### config.mk
export PLATFORM = sky130hd
export DESIGN_NAME = psnc_core
export DESIGN_NICKNAME = d
export VERILOG_FILES = /design/src/rtl/psnc_pkg.sv /design/src/rtl/psnc_core.sv /design/src/rtl/psnc_qual_timer.sv
export SDC_FILE = /design/constraint.sdc
export NUM_CORES = 1
export LEC_CHECK = 0
export ABC_CLOCK_PERIOD_IN_PS = 14500
export BUFFER_PORTS_ARGS = -buffer_cell sky130_fd_sc_hd__buf_2
export CORE_ASPECT_RATIO = 1.2
export CORE_UTILIZATION = 50
export DETAILED_ROUTE_END_ITERATION = 10
export PLACE_DENSITY = 0.68
export SYNTH_ARGS = -nofsm -noshare
export SYNTH_HDL_FRONTEND = slang
export SYNTH_HIERARCHICAL = 1
export SYNTH_SLANG_ARGS = --single-unit
export TNS_END_PERCENT = 100
### constraint.sdc
create_clock -name i_core_clk -period 14.5 [get_ports i_core_clk]
set_clock_uncertainty 0.05 [all_clocks]
set_input_delay 2.9 -clock i_core_clk [delete_from_list [all_inputs] [get_ports i_core_clk]]
set_output_delay 2.9 -clock i_core_clk [all_outputs]
set_load 0.1 [all_outputs]
### src/rtl/psnc_pkg.sv
// Purpose: shared constants for the power state and nvm control block
// Assumes: 8-bit register port, core clock of 40 MHz
// Notes: thresholds and qualification times are plain defaults
package psnc_pkg;
    // core clock rate
    localparam int CORE_CLK_MHZ = 40;
    // register offsets
    localparam logic [7:0] REG_SPEED_LO = 8'h00;
    localparam logic [7:0] REG_SPEED_HI = 8'h01;
    localparam logic [7:0] REG_DEVICE_CONTROL = 8'h03;
    localparam logic [7:0] REG_NVM_CONTROL = 8'h0a;
    localparam logic [7:0] REG_CONFIG = 8'h0b;
    localparam logic [7:0] REG_STATUS = 8'h10;
    localparam logic [7:0] REG_PARAM_FIRST = 8'h20;
    localparam logic [7:0] REG_PARAM_LAST = 8'h2b;
    localparam logic [7:0] REG_PARAM_A = 8'h20;
    localparam logic [7:0] REG_PARAM_B = 8'h21;
    localparam int PARAM_BYTES = 12;
    // field positions
    localparam int NVM_GO_BIT = 0;
    localparam int NVM_LOAD_SEL_BIT = 1;
    localparam int CFG_INHIBIT_BIT = 0;
    localparam int CFG_MODE_LSB = 1;
    localparam int CFG_WAKE_ANALOG_BIT = 3;
    localparam int STATUS_LOW_POWER_BIT = 6;
    localparam int CODE_MANT_MSB = 3;
    localparam int CODE_EXP_LSB = 4;
    // reset values
    localparam logic [7:0] CONFIG_RESET = 8'h00;
    localparam logic [7:0] NVM_RESET = 8'h00;
    localparam logic [8:0] SPEED_RESET = 9'h000;
    // programming unlock key
    localparam logic [7:0] PROGRAM_UNLOCK_KEY = 8'hb6;
    // duty full scale: 0x100 is 100 percent
    localparam logic [8:0] DUTY_FULL = 9'h100;
    localparam int DUTY_SHIFT = 8;
    // analog thresholds on a 10-bit speed code
    localparam logic [9:0] ANA_EN_SB = 10'h020;
    localparam logic [9:0] ANA_EN_SL = 10'h020;
    localparam logic [9:0] ANA_EX_SB = 10'h030;
    localparam logic [9:0] ANA_EX_SL = 10'h060;
    // qualification times in microseconds, and derived cycle counts
    localparam int T_EN_ANA_US = 50;
    localparam int T_EX_ANA_US = 20;
    localparam int T_EN_PWM_US = 60;
    localparam int T_EX_PWM_US = 20;
    localparam int QUAL_W = 13;
    localparam logic [QUAL_W-1:0] EN_ANA_CYC = QUAL_W'(T_EN_ANA_US * CORE_CLK_MHZ);
    localparam logic [QUAL_W-1:0] EX_ANA_CYC = QUAL_W'(T_EX_ANA_US * CORE_CLK_MHZ);
    localparam logic [QUAL_W-1:0] EN_PWM_CYC = QUAL_W'(T_EN_PWM_US * CORE_CLK_MHZ);
    localparam logic [QUAL_W-1:0] EX_PWM_CYC = QUAL_W'(T_EX_PWM_US * CORE_CLK_MHZ);
    // nvm programming time
    localparam int T_NVM_PROG_US = 24000;
    // speed command modes
    typedef enum logic [1:0] {
        MODE_ANALOG = 2'h0,
        MODE_PWM = 2'h1,
        MODE_SERIAL = 2'h2
    } psnc_mode_t;
    // low power states
    typedef enum logic {
        LP_RUN,
        LP_LOW
    } psnc_lp_t;
endpackage

### src/rtl/psnc_core.sv
// Purpose: power state and nvm control of a sensorless motor driver
// Assumes: register port on the core clock, speed pin from outside
// Notes: analog speed arrives as a code already on the core clock
//
// Behaviour
// - peak duty is largest per electrical cycle
// - amplitude scales linearly with peak duty
// - low power stops driving all phases
// - sleep stops regulator, port, resets registers
// - standby keeps regulator, registers and port
// - inhibit bit blocks low power entry
// - inhibit does not end low power
// - status bit six shows low power
// - analog mode qualifies entry and exit
// - sleep exit needs higher analog level
// - pwm mode qualifies pin low and high; sleep entry clears mode to analog, so sleep exit uses analog level
// - serial mode qualifies zero speed command
// - sleep exit in serial uses speed pin, or analog level when wake analog bit set; sleep entry clears config to analog mode, so exit uses analog level
// - ninety six bits of parameter storage
// - programming takes 24 ms, go self clears
// - resistance and bemf codes in param registers
// - resistance decodes as mantissa shifted by exponent
// - largest code decodes to 1920
// - storage copied to registers after reset, sleep
// - host written registers govern operation
// - bemf code decodes the same way
//
// Our own choices: the strobed register port and the placing of the registers.
`timescale 1ns/1ps
`default_nettype none
module psnc_core #(
    parameter int NVM_PROG_CYCLES = psnc_pkg::T_NVM_PROG_US * psnc_pkg::CORE_CLK_MHZ
) (
    // clock and reset
    input wire logic i_core_clk,
    input wire logic i_resetn,
    // register port
    input wire logic [7:0] i_addr,
    input wire logic [7:0] i_wdata,
    input wire logic i_wr,
    input wire logic i_rd,
    output logic [7:0] o_rdata,
    // speed inputs
    input wire logic i_speed_pin,
    input wire logic [9:0] i_speed_analog,
    input wire logic i_sleep_variant,
    // modulation
    input wire logic i_duty_valid,
    input wire logic [8:0] i_duty_sample,
    input wire logic i_elec_cycle_start,
    input wire logic [11:0] i_vcc_code,
    output logic [8:0] o_peak_duty_output,
    output logic [11:0] o_amplitude,
    // power and drive
    output logic o_phase_drive_en,
    output logic o_buck_enable,
    output logic o_serial_port_active,
    output logic o_low_power,
    // motor parameters
    output logic [10:0] o_phase_res_linear,
    output logic [10:0] o_bemf_linear,
    output logic o_nvm_busy
);
    import psnc_pkg::*;

    // decode a 7-bit code: mantissa shifted by exponent
    function automatic logic [10:0] decode_code(input logic [6:0] code);
        logic [10:0] mant;
        mant = {7'h00, code[CODE_MANT_MSB:0]};
        decode_code = mant << code[6:CODE_EXP_LSB];
    endfunction

    localparam int PROG_W = $clog2(NVM_PROG_CYCLES + 1);

    // elaboration check on programming time
    if (NVM_PROG_CYCLES < 1) begin : g_bad_prog
        $error("programming time must be at least one cycle");
    end

    logic speed_meta;
    logic speed_sync;
    logic variant_meta;
    logic sleep_variant;
    logic [8:0] speed_command_field;
    logic [7:0] device_control_reg;
    logic [7:0] nvm_control_reg;
    logic [7:0] config_reg;
    logic [7:0] param_reg [PARAM_BYTES];
    logic [7:0] nvm_mem [PARAM_BYTES];
    logic [8:0] running_max;
    logic [PROG_W-1:0] prog_count;
    logic reload;
    psnc_lp_t lp_state;
    psnc_mode_t mode;
    logic port_on;
    logic low_power_inhibit;
    logic enter_cond;
    logic exit_cond;
    logic [QUAL_W-1:0] enter_limit;
    logic [QUAL_W-1:0] exit_limit;
    logic enter_done;
    logic exit_done;
    logic sleep_reset;
    logic wr_ok;
    logic param_hit;
    logic [3:0] param_idx;
    logic [8:0] next_max;
    logic [8:0] duty_clamped;
    logic [20:0] amp_product;

    // two flip-flop synchronisers for pin inputs
    always_ff @(posedge i_core_clk) begin
        if (!i_resetn) begin
            speed_meta <= 1'b0;
            speed_sync <= 1'b0;
            variant_meta <= 1'b0;
            sleep_variant <= 1'b0;
        end else begin
            speed_meta <= i_speed_pin;
            speed_sync <= speed_meta;
            variant_meta <= i_sleep_variant;
            sleep_variant <= variant_meta;
        end
    end

    // decoded control fields
    always_comb begin
        mode = psnc_mode_t'(config_reg[CFG_MODE_LSB +: 2]);
        low_power_inhibit = config_reg[CFG_INHIBIT_BIT];
        param_idx = i_addr[3:0];
        param_hit = (i_addr >= REG_PARAM_FIRST) && (i_addr <= REG_PARAM_LAST);
        port_on = !(o_low_power && sleep_variant);
        wr_ok = i_wr && port_on;
    end

    // entry and exit conditions per speed command mode
    always_comb begin
        enter_cond = 1'b0;
        exit_cond = 1'b0;
        enter_limit = EN_PWM_CYC;
        exit_limit = EX_PWM_CYC;
        case (mode)
            MODE_ANALOG: begin
                enter_limit = EN_ANA_CYC;
                exit_limit = EX_ANA_CYC;
                enter_cond = i_speed_analog < (sleep_variant ? ANA_EN_SL : ANA_EN_SB);
                exit_cond = i_speed_analog > (sleep_variant ? ANA_EX_SL : ANA_EX_SB);
            end
            MODE_PWM: begin
                enter_cond = !speed_sync;
                exit_cond = speed_sync;
            end
            MODE_SERIAL: begin
                enter_cond = (speed_command_field == SPEED_RESET);
                if (sleep_variant) begin
                    exit_cond = config_reg[CFG_WAKE_ANALOG_BIT] ?
                        (i_speed_analog > ANA_EX_SL) : speed_sync;
                    exit_limit = config_reg[CFG_WAKE_ANALOG_BIT] ? EX_ANA_CYC : EX_PWM_CYC;
                end else begin
                    exit_cond = (speed_command_field != SPEED_RESET);
                end
            end
            default: begin
                enter_cond = 1'b0;
                exit_cond = 1'b0;
            end
        endcase
    end

    psnc_qual_timer #(
        .WIDTH(QUAL_W)
    ) u_enter_timer (
        .i_core_clk(i_core_clk),
        .i_resetn(i_resetn),
        .i_cond(enter_cond && (lp_state == LP_RUN)),
        .i_limit(enter_limit),
        .o_done(enter_done)
    );

    psnc_qual_timer #(
        .WIDTH(QUAL_W)
    ) u_exit_timer (
        .i_core_clk(i_core_clk),
        .i_resetn(i_resetn),
        .i_cond(exit_cond && (lp_state == LP_LOW)),
        .i_limit(exit_limit),
        .o_done(exit_done)
    );

    // low power state machine
    always_ff @(posedge i_core_clk) begin
        if (!i_resetn) begin
            lp_state <= LP_RUN;
        end else begin
            case (lp_state)
                LP_RUN: begin
                    if (enter_done && !low_power_inhibit && !o_nvm_busy) begin
                        lp_state <= LP_LOW;
                    end
                end
                LP_LOW: begin
                    if (exit_done) begin
                        lp_state <= LP_RUN;
                    end
                end
                default: lp_state <= LP_RUN;
            endcase
        end
    end

    // one-cycle pulse that clears volatile registers on sleep entry
    always_comb begin
        sleep_reset = (lp_state == LP_RUN) && enter_done && !low_power_inhibit &&
            !o_nvm_busy && sleep_variant;
    end

    // reload of parameters after reset and after leaving sleep
    always_ff @(posedge i_core_clk) begin
        if (!i_resetn) begin
            reload <= 1'b1;
        end else begin
            reload <= (lp_state == LP_LOW) && exit_done && sleep_variant;
        end
    end

    // power and drive outputs
    always_ff @(posedge i_core_clk) begin
        if (!i_resetn) begin
            o_low_power <= 1'b0;
            o_phase_drive_en <= 1'b0;
            o_buck_enable <= 1'b1;
            o_serial_port_active <= 1'b1;
        end else begin
            o_low_power <= (lp_state == LP_LOW);
            o_phase_drive_en <= (lp_state == LP_RUN);
            o_buck_enable <= !((lp_state == LP_LOW) && sleep_variant);
            o_serial_port_active <= !((lp_state == LP_LOW) && sleep_variant);
        end
    end

    // volatile control registers
    always_ff @(posedge i_core_clk) begin
        if (!i_resetn || sleep_reset) begin
            speed_command_field <= SPEED_RESET;
            device_control_reg <= 8'h00;
            config_reg <= CONFIG_RESET;
        end else if (wr_ok) begin
            if (i_addr == REG_SPEED_LO) begin
                speed_command_field[7:0] <= i_wdata;
            end
            if (i_addr == REG_SPEED_HI) begin
                speed_command_field[8] <= i_wdata[0];
            end
            if (i_addr == REG_DEVICE_CONTROL) begin
                device_control_reg <= i_wdata;
            end
            if (i_addr == REG_CONFIG) begin
                config_reg <= {4'h0, i_wdata[3:0]};
            end
        end
    end

    // nvm control register and programming sequence
    always_ff @(posedge i_core_clk) begin
        if (!i_resetn || sleep_reset) begin
            nvm_control_reg <= NVM_RESET;
            prog_count <= '0;
        end else if (prog_count != '0) begin
            prog_count <= prog_count - PROG_W'(1);
            if (prog_count == PROG_W'(1)) begin
                nvm_control_reg[NVM_GO_BIT] <= 1'b0;
            end
        end else if (wr_ok && (i_addr == REG_NVM_CONTROL)) begin
            nvm_control_reg[NVM_LOAD_SEL_BIT] <= i_wdata[NVM_LOAD_SEL_BIT];
            if (i_wdata[NVM_GO_BIT] && nvm_control_reg[NVM_LOAD_SEL_BIT] &&
                (device_control_reg == PROGRAM_UNLOCK_KEY)) begin
                nvm_control_reg[NVM_GO_BIT] <= 1'b1;
                prog_count <= PROG_W'(NVM_PROG_CYCLES);
            end
        end
    end

    // busy flag from the programming counter
    always_ff @(posedge i_core_clk) begin
        if (!i_resetn) begin
            o_nvm_busy <= 1'b0;
        end else begin
            o_nvm_busy <= (prog_count > PROG_W'(1));
        end
    end

    always_ff @(posedge i_core_clk) begin
        if (!i_resetn) begin
            for (int i = 0; i < PARAM_BYTES; i++) begin
                nvm_mem[i] <= 8'h00;
            end
        end else if (prog_count == PROG_W'(1)) begin
            for (int i = 0; i < PARAM_BYTES; i++) begin
                nvm_mem[i] <= param_reg[i];
            end
        end
    end

    // parameter registers: reload from store, host writes take over
    always_ff @(posedge i_core_clk) begin
        if (!i_resetn) begin
            for (int i = 0; i < PARAM_BYTES; i++) begin
                param_reg[i] <= 8'h00;
            end
        end else if (reload) begin
            for (int i = 0; i < PARAM_BYTES; i++) begin
                param_reg[i] <= nvm_mem[i];
            end
        end else if (wr_ok && param_hit && (prog_count == '0)) begin
            param_reg[param_idx] <= i_wdata;
        end
    end

    always_ff @(posedge i_core_clk) begin
        if (!i_resetn) begin
            o_phase_res_linear <= 11'h000;
            o_bemf_linear <= 11'h000;
        end else begin
            o_phase_res_linear <= decode_code(param_reg[REG_PARAM_A[3:0]][6:0]);
            o_bemf_linear <= decode_code(param_reg[REG_PARAM_B[3:0]][6:0]);
        end
    end

    // clamp duty samples to full scale and track the maximum
    always_comb begin
        duty_clamped = (i_duty_sample > DUTY_FULL) ? DUTY_FULL : i_duty_sample;
        next_max = running_max;
        if (i_duty_valid && (duty_clamped > running_max)) begin
            next_max = duty_clamped;
        end
    end

    always_ff @(posedge i_core_clk) begin
        if (!i_resetn) begin
            running_max <= 9'h000;
            o_peak_duty_output <= 9'h000;
        end else if (i_elec_cycle_start) begin
            o_peak_duty_output <= next_max;
            running_max <= i_duty_valid ? duty_clamped : 9'h000;
        end else begin
            running_max <= next_max;
        end
    end

    always_comb begin
        amp_product = {9'h000, i_vcc_code} * {12'h000, o_peak_duty_output};
    end

    // amplitude register
    always_ff @(posedge i_core_clk) begin
        if (!i_resetn) begin
            o_amplitude <= 12'h000;
        end else begin
            o_amplitude <= amp_product[DUTY_SHIFT +: 12];
        end
    end

    // read data one cycle after the strobe, zero when port is off
    always_ff @(posedge i_core_clk) begin
        if (!i_resetn) begin
            o_rdata <= 8'h00;
        end else if (i_rd && port_on) begin
            if (param_hit) begin
                o_rdata <= param_reg[param_idx];
            end else begin
                case (i_addr)
                    REG_SPEED_LO: o_rdata <= speed_command_field[7:0];
                    REG_SPEED_HI: o_rdata <= {7'h00, speed_command_field[8]};
                    REG_DEVICE_CONTROL: o_rdata <= device_control_reg;
                    REG_NVM_CONTROL: o_rdata <= nvm_control_reg;
                    REG_CONFIG: o_rdata <= config_reg;
                    REG_STATUS: o_rdata <= {1'b0, o_low_power, 6'h00};
                    default: o_rdata <= 8'h00;
                endcase
            end
        end else begin
            o_rdata <= 8'h00;
        end
    end
endmodule
`default_nettype wire

### src/rtl/psnc_qual_timer.sv
// Purpose: counts how long a condition has held without a break
// Assumes: condition is already in the core clock domain
// Notes: o_done is a level while the count has reached the limit
`timescale 1ns/1ps
`default_nettype none
module psnc_qual_timer #(
    parameter int WIDTH = 13
) (
    // clock and reset
    input wire logic i_core_clk,
    input wire logic i_resetn,
    // condition and limit
    input wire logic i_cond,
    input wire logic [WIDTH-1:0] i_limit,
    // result
    output logic o_done
);
    logic [WIDTH-1:0] count;

    // elaboration check on width
    if (WIDTH < 2) begin : g_bad_width
        $error("qualification timer width too small");
    end

    // count while the condition holds, restart on any break
    always_ff @(posedge i_core_clk) begin
        if (!i_resetn || !i_cond) begin
            count <= '0;
        end else if (count != i_limit) begin
            count <= count + WIDTH'(1);
        end
    end

    // done once the condition has held for the limit
    always_comb begin
        o_done = i_cond && (count == i_limit);
    end
endmodule
`default_nettype wire

* After elaboration in Yosys (flattened, before gate mapping)
Memory sizes are Yosys's and may differ from the RTL's.
Cells that the tools add are included.
** Word-level totals
- Memories :: 2
- RAM bits :: 192
- Flip-flop bits (word level) :: 139
- Bits of input ports :: 55
** Memories
- nvm_mem :: words 12, bits a word 8, read ports 12, clocked after memory_dff 0, wr ports 12, RTL line psnc_core.sv:89 : logic [7:0] nvm_mem [PARAM_BYTES];
- param_reg :: words 12, bits a word 8, read ports 13, clocked after memory_dff 0, wr ports 12, RTL line psnc_core.sv:88 : logic [7:0] param_reg [PARAM_BYTES];
** Cells by class
- Multiply operators :: 1
- Reductions and logical operators :: 51
- Eq/ne operators :: 14
- $lt $le $gt $ge :: 8
- Shift-type cells :: 2
- Add/subtract/negate cells :: 3
- Bitwise logic cells :: 26
- Muxes and demuxes :: 60
** Operator list (number)
- 8-bit 2-to-1 mux :: 26
- 20-bit 2-to-1 mux :: 3
- 8-bit one-hot mux with 6 select lines :: 1
- 9-bit 2-to-1 mux :: 4
- 13-bit by 1-bit adder with 13-bit output (second input constant) :: 2
- 1-bit bitwise OR :: 24
- 1-bit logical AND :: 23
- 4-bit by 3-bit << shifter with 11-bit output :: 2
- 20-bit by 1-bit == test with 1-bit output (second input constant) :: 1
- 20-bit by 1-bit greater-than comparator with 1-bit output (second input constant) :: 1
- 20-bit zero test :: 1
- 12-bit by 9-bit multiplier with 20-bit output :: 1
- 1-bit 2-to-1 mux :: 20
- 20-bit nonzero test :: 1
- 20-bit by 1-bit subtractor with 20-bit output (second input constant) :: 1
- 8-bit by 4-bit == test with 1-bit output (second input constant) :: 2
- 2-bit AND reduction :: 7
- 13-bit by 10-bit == test with 1-bit output (second input constant) :: 1
- 13-bit by 12-bit == test with 1-bit output :: 1
- 13-bit by 10-bit inequality test with 1-bit output (second input constant) :: 1
- 13-bit by 12-bit inequality test with 1-bit output :: 1
- 12-bit 2-to-1 mux :: 1
- 10-bit by 7-bit greater-than comparator with 1-bit output :: 1
- 10-bit by 7-bit greater-than comparator with 1-bit output (second input constant) :: 1
- 26 further kinds :: 38

* Longest topological paths before layout
Gate-level depths: netlist (run 1).
- Depth after elaboration :: 11
- Mapped depth :: 18

* Modules after synthesis
The synthesis (run 1) kept the hierarchy.
** By module, submodules not included
- psnc_core :: area an instance 16544.6 um2, sequential area each 8027.7 um2, cells an instance 1496, times used 1
- psnc_qual_timer :: area an instance 787.0 um2, sequential area each 260.2 um2, cells an instance 91, times used 2

* Worst setup path before layout (run 1)
Ideal clock, no wire load.
- Path kind :: input to register
- Start point :: input i_vcc_code[9]
- End point :: register o_amplitude[11]
- Setup time :: 115 ps
- Setup slack :: 7578 ps
- Cell stages on the path :: 17
- Data arrival time :: 6757 ps
- Data required time :: 14335 ps
- Path through :: clkbuf_1 nand2_1 fa_1 inv_1 fa_1 fa_1 inv_1 fa_1 inv_1 ha_1 clkbuf_1 and3_1 nor4b_1 a211oi_1 o21ai_0 xnor2_1 and2_1
** On the way
- Word-level cells in the longest chain between the ends :: 1
** RTL lines
- start, declared :: RTL line psnc_core.sv:51 : input wire logic [11:0] i_vcc_code,
- 12-bit by 9-bit multiplier with 20-bit output :: RTL line psnc_core.sv:351 : amp_product = {9'h000, i_vcc_code} * {12'h000, o_peak_duty_output};
- end signal, assigned :: RTL line psnc_core.sv:359 : o_amplitude <= amp_product[DUTY_SHIFT +: 12];
- end, declared :: RTL line psnc_core.sv:53 : output logic [11:0] o_amplitude,
Every way passes these cells.
A chain may end at the register's enable or synchronous reset.

* Final worst setup path (run 1)
- Start point :: input i_vcc_code[5]
- End point :: register o_amplitude[9]
Same word-level chain as after synthesis.

==> results of run 1 <==
-- cell families after synthesis --
logic type	after synthesis	synth area share [%]
and+or+nand+nor	596	17.5
muxes	56	4.84
AOI/OAI and AO/OA	315	12.3
DFF	331	47.2
xor gates and xnor gates	49	2.37
other	2	0.0414
adders and majority gates	119	11.1
buffers and inverters	210	4.73
-- how the worst min path moves through the flow --
stage	start	endpoint	slack, ns	cells after the start
final	speed_meta	speed_sync	0.38	1
after global placement	speed_meta	speed_sync	0.38	1
after CTS	speed_meta	speed_sync	0.39	1
after global routing	speed_meta	speed_sync	0.40	1
after floorplan	variant_meta	sleep_variant	0.36	1
after detailed placement	speed_meta	speed_sync	0.37	1
-- critical path: stages --
cell and delay (ns):
buf_2 0.17, nand2_1 0.11, fa_1 0.57, inv_1 0.06, fa_1 0.50, inv_1 0.05
fa_1 0.47, inv_1 0.05, fa_1 0.49, ha_1 0.38, a21oi_1 0.21, o211ai_1 0.12
a221oi_1 0.66, o21bai_1 0.19, a211oi_1 0.31, a211oi_1 0.09
-- synthesized netlist by cell type, drive strengths merged (7+ instances only) --
library cell	n	area, sq um
inv	115	432
clkbuf	75	282
mux2i	19	190
mux2	13	146
nand2b	16	100
edfxtp	192	5770
nor2	94	375
nor4	9	116
xnor2	40	350
a22oi	7	52.6
mux4	24	541
dfxtp	139	2780
nor2b	12	75.1
a211oi	10	75.1
nand3	42	210
nand4	13	81.3
nand2	171	642
or3	21	131
nor3	16	101
a21oi	83	453
o211ai	8	60.1
fa	69	1380
o21ai	67	335
xor2	9	78.8
or4	18	146
and2	158	988
a31oi	7	43.8
a22o	90	788
ha	50	626
buf	20	144
o31ai	11	82.6
-- power groups by stage --
| stage | sequential [mW] | clock (mW) | combinational, mW |
|---|---|---|---|
| after floorplan | 1.29 | 0 | 0.382 |
| after global placement | 1.20 | 0 | 0.605 |
| after detailed placement | 1.20 | 0 | 0.617 |
| after CTS | 1.19 | 0.919 | 0.621 |
| after global routing | 1.20 | 0.952 | 0.676 |
| final | 1.19 | 0.901 | 0.621 |
-- area by class of cell --
type	instances	area, sq um	area share [%]
Tap cell	468	586	2.90
Clock inverter	14	76.3	0.377
Timing Repair Buffer	125	663	3.28
Inverter	115	432	2.13
Multi-Input combinational cell	1155	8820	43.6
Sequential cell	331	8550	42.3
Clock buffer	52	1090	5.39
-- metrics by stage --
stage	setup slack, ns	util [%]	cell area [sq um]	hold WS (ns)	total power [mW]
after CTS	7.57	56.6	20200	0.387	2.73
after global placement	7.08	53.3	19100	0.379	1.80
after detailed placement	7.10	53.3	19100	0.374	1.82
after floorplan	7.58	-	18200	0.362	1.67
final	7.51	56.6	20200	0.383	2.71
after global routing	7.26	56.6	20200	0.397	2.83
-- layer usage --
layer / wire [um] / GRT usage, % / up-vias
li1: - / - / 6073
met1: 17800 / 30.3 / 6412
met2: 20900 / 39.9 / 507
met3: 2640 / 3.14 / 85
met4: 1280 / 8.07 / 0
met5: 0 / 0 / -
==> impl_metrics.ini, run 1 <==
[global_route]
overflow = 0
grt_pass1_wl_mm = 68.1
grt_pass1_vias = 12882
grt_start_max_net_pins = 81
track_usage_pct = 23.3
antenna_found_initial = 0

[floorplanning]
core_sq_mm = 0.0358
die_area_sq_mm = 0.0370
fp.dieW_um = 176
start_util_pct = 50.7
die_h_um = 211
row_count = 76
ioPinCount = 111

[synth]
synth.cell_area_sq_mm = 0.0181
ys_seq_area_share_pct = 47.2
ys_ff_latch = 331
synth-edff-count = 192
ys.flop_type = edfxtp_1
synth.avg_cell_area_sq_um = 10.8
netlist_instances = 1678
async_reset_ff_share_pct = 0
ys_warn_count = 6
yosysUniqueCellTypes = 72

[power_and_ir_drop]
clock_power_share_pct = 33.3
switchingPower_mw = 0.862
power_per_cell_area_mw_per_mm2 = 134
sw_frac_of_total_pct = 31.8
pwr-share-seq_pct = 43.8
peakVddDrop_mv = 0.0873
leakage_nw = 8.00
internal_power_mw = 1.85
combPwrFrac_pct = 22.9

[critical_path]
critPathMaxFanout = 9
crit_start = i_vcc_code[5]
crit_arrival_ns = 7.32
r2r-start = o_peak_duty_output[2]
setup.worst_path.class = in -> reg
worstSetupEndpointType = flip-flop
r2r-end = o_amplitude[9]
reg2reg_setup_slack_ns = 9.31
cp-start-kind = primary input
crit_end = o_amplitude[9]
r2r_cells = 15
crit_required_ns = 14.84

[timing]
fin_crit_sh_pct = 48.2
min_period_ns = 6.99
fin_tns_setup_ns = 0
clock.fmax_mhz = 143
grt_setup_unrepaired = false
maxSlewViolCount = 0
setup_viol = 0
tightest_slew_ns = 1.29
hold_violations = 0
relSlewSlack_pct = 13.2

[finish]
diodes = 0
drive_gt1_share_pct = 14.4
final_cells = 2260
nNetsFinal = 1939
final_cell_mix = edfxtp_1 (192), nand2_1 (170), and2_1 (157)
layout_commonest_cell = edfxtp_1
synthToLayoutAreaGrowth_pct = 11.6
fillers = 3100

[detailed_routing]
wl_mm = 42.6
dr.pass1.iters = 5
via_per_inst = 5.79
drcViolationCount = 0
wl_per_cell_um = 18.9
via_count = 13077
antenna_left = 0
drt_first_iter_violations = 1049

[job]
cap_violations = 0

[clock_tree]
cts_resized = 0
clock_sinks = 331
hold_buffers = 0
post_cts_buffers = 0
cts_root_buf = clkbuf_16
cts-htree-levels = 2
cts_tree = done
worstSkewPairLatency_ns = 0.53
ctsLongestPathBuffers = 3
clk_pin_slew_worst_paths_ns = 0.07
cts_buffers = 37

[place]
port_buffers = 110
hpwl_mm = 28.9
place_inst = 2194
gp_congestion = 0.890

[status]
status = finished clean

[worst_hold_path]
hold_path.class = reg -> reg
Power figures use the tool's default switching activity.
==> run 2: changes to the inputs <==
ABC_CLOCK_PERIOD_IN_PS = 5690   (was 14500)
PLACE_DENSITY = 0.7   (was 0.68)
clock period = 5.69 ns   (was 14.5 ns; I/O delays follow)
==> run 2 against run 1 <==
  * Design area is 0.27% higher
  * Critical path type unchanged
  * Sequential cell count is the same
  * Critical endpoint is now o_amplitude[11]
  * Worst setup slack worse by 6.7 ns
  * Non-clock buffer count grew 8
  * Register-to-register slack lost 8.5 ns
  * Die area unchanged
==> impl_metrics.ini, run 2 (synthesis gave the netlist of run 1 again) <==
[critical_path]
critPathMaxFanout = 10
setup.worst_path.class = in -> reg
reg2reg_setup_slack_ns = 0.81
worst_path_most_repeated_cell = fa_1
crit_arrival_ns = 5.28
cp-start-kind = primary input
path_delay_family = adder cells
worstSetupEndpointType = flip-flop
crit_path_cell_trace = buf_2 -> and2_1 -> fa_1 -> fa_1 -> fa_1 -> inv_1 -> fa_1 -> inv_1 -> ha_1 -> and3_1 -> nor4b_1 -> a211oi_1 -> o21ai_0 -> xnor2_1 -> and2_1
critPathBufInv = 3
r2r-start = o_peak_duty_output[2]
r2r_cells = 16
r2r-end = o_amplitude[9]
crit_required_ns = 6.06
slowest_delay_ns = 0.54
cpMaxStageDelayCell = fa_1

[place]
place_inst = 2202
gp_congestion = 0.885
pre_cts_ws_ns = 0.287
dpl_cell_area_sq_mm = 0.0191
port_buffers = 110
hpwl_mm = 28.9

[detailed_routing]
via_per_inst = 5.75
drcViolationCount = 0
dr.pass1.iters = 5
wl_per_cell_um = 18.7
via_count = 13043
antenna_left = 0
wl_mm = 42.3
drt_first_iter_violations = 991

[floorplanning]
row_count = 76
ioPinCount = 111
die_h_um = 211
fp.dieW_um = 176
die_area_sq_mm = 0.0370
start_util_pct = 50.7
core_sq_mm = 0.0358

[timing]
maxSlewViolCount = 0
fin_crit_sh_pct = 86.4
worst_slack_ns = 0.776
grt_setup_unrepaired = false
tightest_slew_ns = 1.16
clock.fmax_mhz = 203
relSlewSlack_pct = 22.0
min_period_ns = 4.91
setup_viol = 0
hold_violations = 0
fin_tns_setup_ns = 0
holdWs_ns = 0.384

[clock_tree]
clk_pin_slew_worst_paths_ns = 0.06
ctsLongestPathBuffers = 3
cts_tree = done
cts-htree-levels = 2
clock_sinks = 331
worstSkewPairLatency_ns = 0.53
post_cts_buffers = 0
hold_buffers = 0
cts_resized = 0
cts_root_buf = clkbuf_16
cts_buffers = 36

[power_and_ir_drop]
peakVddDrop_mv = 0.370
internal_power_mw = 4.69
combPwrFrac_pct = 23.1
clock_power_share_pct = 33.4
power_per_cell_area_mw_per_mm2 = 341
leakage_nw = 8.03
power_mw = 6.91
pwr-share-seq_pct = 43.5
switchingPower_mw = 2.22
sw_frac_of_total_pct = 32.1

[finish]
layout_commonest_cell = edfxtp_1
seq_area_sq_mm = 0.00855
drive_gt1_share_pct = 14.5
diodes = 0
nNetsFinal = 1946
synthToLayoutAreaGrowth_pct = 11.9
final_cell_mix = edfxtp_1 (192), nand2_1 (170), and2_1 (157)
final_util_pct = 56.7
fillers = 3062
multi_input_area_sq_mm = 0.00882
final_cells = 2267
postLayoutCellArea_sq_mm = 0.0203

[global_route]
grt_pass1_wl_mm = 68.8
track_usage_pct = 23.5
grt_start_max_net_pins = 70
grt_pass1_vias = 12985
antenna_found_initial = 1
overflow = 0

[worst_hold_path]
hold_path.class = reg -> reg
holdPathEnd = sleep_variant
min-delay-start = variant_meta
worstHoldPathCells = 1

[job]
cap_violations = 0

[status]
status = finished clean
-- run 2: cell count changes in the layout (fill, tap and decap cells not counted), sizes merged --
cell      previous run  this run
bufinv               0         1
buf                125       133
clkbuf              52        50
clkinvlp             3         2
inv                116       117
-- run 2: cell type report --
type | instances | area share, %
inverter | 115 | 2.13
clock inverter | 15 | 0.660
timing repair buffer | 133 | 3.63
tap | 468 | 2.89
sequential | 331 | 42.2
clock buffer | 50 | 5.04
multi-input combinational | 1155 | 43.5
-- run 2: worst max path at each step --
stage / startpoint / end / cells after the start
detailed placement: i_vcc_code[3] / o_amplitude[11] / 15
finish: i_vcc_code[3] / o_amplitude[11] / 15
CTS: i_vcc_code[3] / o_amplitude[11] / 15
global placement: i_vcc_code[6] / o_amplitude[11] / 17
global route: o_peak_duty_output[8] / o_amplitude[7] / 15
floorplan: o_peak_duty_output[2] / o_amplitude[10] / 16
-- run 2: metal layers --
layer	GRT usage [%]	routed length, um
met1	30.2	17800
met2	40.1	20700
met5	0	17
met3	3.16	2420
met4	9.18	1440
-- run 2: worst reg2reg max path: stages, from the launching register on --
cell	delay [ns]
dfxtp_1	0.71
nand2_1	0.17
fa_1	0.56
inv_1	0.06
fa_1	0.50
inv_1	0.05
fa_1	0.48
inv_1	0.06
fa_1	0.48
ha_1	0.36
a21oi_1	0.24
o211ai_1	0.12
a221oi_1	0.27
buf_4	0.19
o21bai_1	0.10
a211oi_1	0.26
a211oi_1	0.09
-- run 2: power by group through the flow --
stage | Combinational, mW | Clock (mW) | Sequential, mW
finish | 1.59 | 2.31 | 3.01
global route | 1.75 | 2.43 | 3.04
CTS | 1.60 | 2.35 | 3.00
detailed placement | 1.58 | 0 | 3.05
global placement | 1.56 | 0 | 3.04
floorplan | 0.974 | 0 | 3.29
==> run 3: changes to the inputs <==
ABC_CLOCK_PERIOD_IN_PS = 4100   (was 5690)
clock period = 4.1 ns   (was 5.69 ns; I/O delays follow)
==> run 3 against run 2 <==
  * The run now ends with setup timing left
  * Register-to-register slack worse by 0.89 ns
  * Design area is 5.6% higher
  * Combinational power is 67% higher
  * Hold slack better by 0.0073 ns
  * Die area stayed put
  * First-iteration DRC count is 5.0% lower
  * Non-clock buffer count is 88 higher
  * Critical path type is now reg -> reg
  * Critical endpoint unchanged
  * Largest cell class unchanged
==> impl_metrics.ini, run 3 (synthesis gave the netlist of run 1 again) <==
[finish]
synthToLayoutAreaGrowth_pct = 18.1
drive_gt1_share_pct = 22.6
nNetsFinal = 2032
multi_input_area_sq_mm = 0.00921
layout_commonest_cell = edfxtp_1
final_cells = 2352
fillers = 2981
seq_area_sq_mm = 0.00858
final_cell_mix = edfxtp_1 (192), nand2_1 (163), and2_1 (149)
diodes = 0

[detailed_routing]
via_per_inst = 5.75
wl_per_cell_um = 19.5
antenna_left = 0
drt_first_iter_violations = 941
drcViolationCount = 0
dr.pass1.iters = 7
via_count = 13531
wl_mm = 45.8

[global_route]
grt_use_met1_pct = 31.5
grt_pass1_wl_mm = 73.3
use_met2_pct = 43.8
grt-busiest-layer = met2
track_usage_pct = 25.2
antenna_found_initial = 1
use_met3_pct = 3.57
grt_pass1_vias = 13851
grt_start_max_net_pins = 77
overflow = 0

[job]
cap_violations = 0

[critical_path]
critPathMaxFanout = 6
worstSetupEndpointType = flip-flop
crit_required_ns = 4.48
setup.worst_path.class = reg -> reg
cp-start-kind = flip-flop
crit_arrival_ns = 4.56

[clock_tree]
clk_pin_slew_worst_paths_ns = 0.07
cts_tree = done
ctsLongestPathBuffers = 3
cts_root_buf = clkbuf_16
cts-htree-levels = 2
clock_sinks = 331
hold_buffers = 0
worstSkewPairLatency_ns = 0.55
cts_buffers = 34

[floorplanning]
fp.dieW_um = 176
start_util_pct = 50.7
die_area_sq_mm = 0.0370
row_count = 76
die_h_um = 211
core_sq_mm = 0.0358
ioPinCount = 111

[power_and_ir_drop]
pwr-share-seq_pct = 42.0
sw_frac_of_total_pct = 32.4
switchingPower_mw = 3.24
peakVddDrop_mv = 0.345
clock_power_share_pct = 31.5
internal_power_mw = 6.74
combPwrFrac_pct = 26.5
leakage_nw = 8.55
power_per_cell_area_mw_per_mm2 = 466

[timing]
fin_crit_sh_pct = 102
worst_slack_ns = -0.0806
setup_viol = 7
maxSlewViolCount = 0
hold_violations = 0
clock.fmax_mhz = 239
tightest_slew_ns = 1.14
min_period_ns = 4.18
relSlewSlack_pct = 23.3
grt_setup_unrepaired = true

[place]
pre_cts_ws_ns = -0.840
place_inst = 2270
gp_congestion = 0.922
hpwl_mm = 31.8
port_buffers = 110

[worst_hold_path]
hold_path.class = reg -> reg

[status]
status = finished with violations
violations = setup timing
-- run 3: cell types whose count changed in the layout (fill, tap and decap cells not counted), sizes merged --
cell	change
buf	+88
bufinv	+1
clkbuf	-4
clkinv	-1
clkinvlp	+1
-- run 3: per-stage QoR --
stage,TNS (ns),hold slack [ns],total power [mW],area [sq um],utilization (%)
final,-0.310,0.392,9.98,21400,59.9
after global routing,-1.88,0.411,10.4,21400,59.9
after CTS,-0.126,0.390,9.99,21300,59.7
after detailed placement,-7.92,0.376,6.71,19800,55.5
after global placement,-7.28,0.371,6.64,19800,55.5
after floorplan,-2.46,0.362,6.02,18500,-
-- run 3: path summary, 6_finish.rpt --
check                         from         endpoint  slack, ns  cells past startpoint
min                   variant_meta    sleep_variant       0.39                      1
max reg2reg  o_peak_duty_output[6]  o_amplitude[11]      -0.08                     14
min reg2reg           variant_meta    sleep_variant       0.39                      1
max          o_peak_duty_output[6]  o_amplitude[11]      -0.08                     14
-- run 3: timing repair --
action                     CTS  global route
setup buffers               18             2
gates resized for setup     60            18
setup endpoints to repair    9            11
pin swaps                   50            26
-- run 3: area by class of cell --
class | count | share of cell area [%]
clock buffers | 46 | 4.52
clock inverters | 16 | 0.742
inverters | 115 | 2.02
multi-input cells | 1155 | 43.0
flip-flops and latches | 331 | 40.1
well taps | 468 | 2.74
repair buffers | 221 | 6.87
-- run 3: critical path, cell delays in order, from the launching register on --
cell and delay, ns:
dfxtp_4 0.38, and2_4 0.17, fa_1 0.57, fa_1 0.45, fa_1 0.55, inv_1 0.05, fa_1 0.55, inv_2 0.06
ha_4 0.24, and3_4 0.18, nor4b_4 0.13, a211oi_2 0.29, o21ai_1 0.12, xnor2_1 0.13, and2_1 0.15
-- run 3: routing by layer --
metal | part of all wire [%] | routed length [um]
met2 | 51 | 23100
met5 | 0.017 | 8
met1 | 41 | 18700
met4 | 3.6 | 1660
met3 | 5.0 | 2290
-- run 3: power by group through the flow --
stage / Clock [mW] / Combinational [mW] / Sequential (mW)
6_report: 3.14 / 2.65 / 4.19
5_1_grt: 3.31 / 2.87 / 4.22
4_1_cts: 3.19 / 2.62 / 4.19
3_5_place_dp: 0 / 2.46 / 4.25
3_3_place_gp: 0 / 2.40 / 4.24
2_1_floorplan: 0 / 1.46 / 4.56
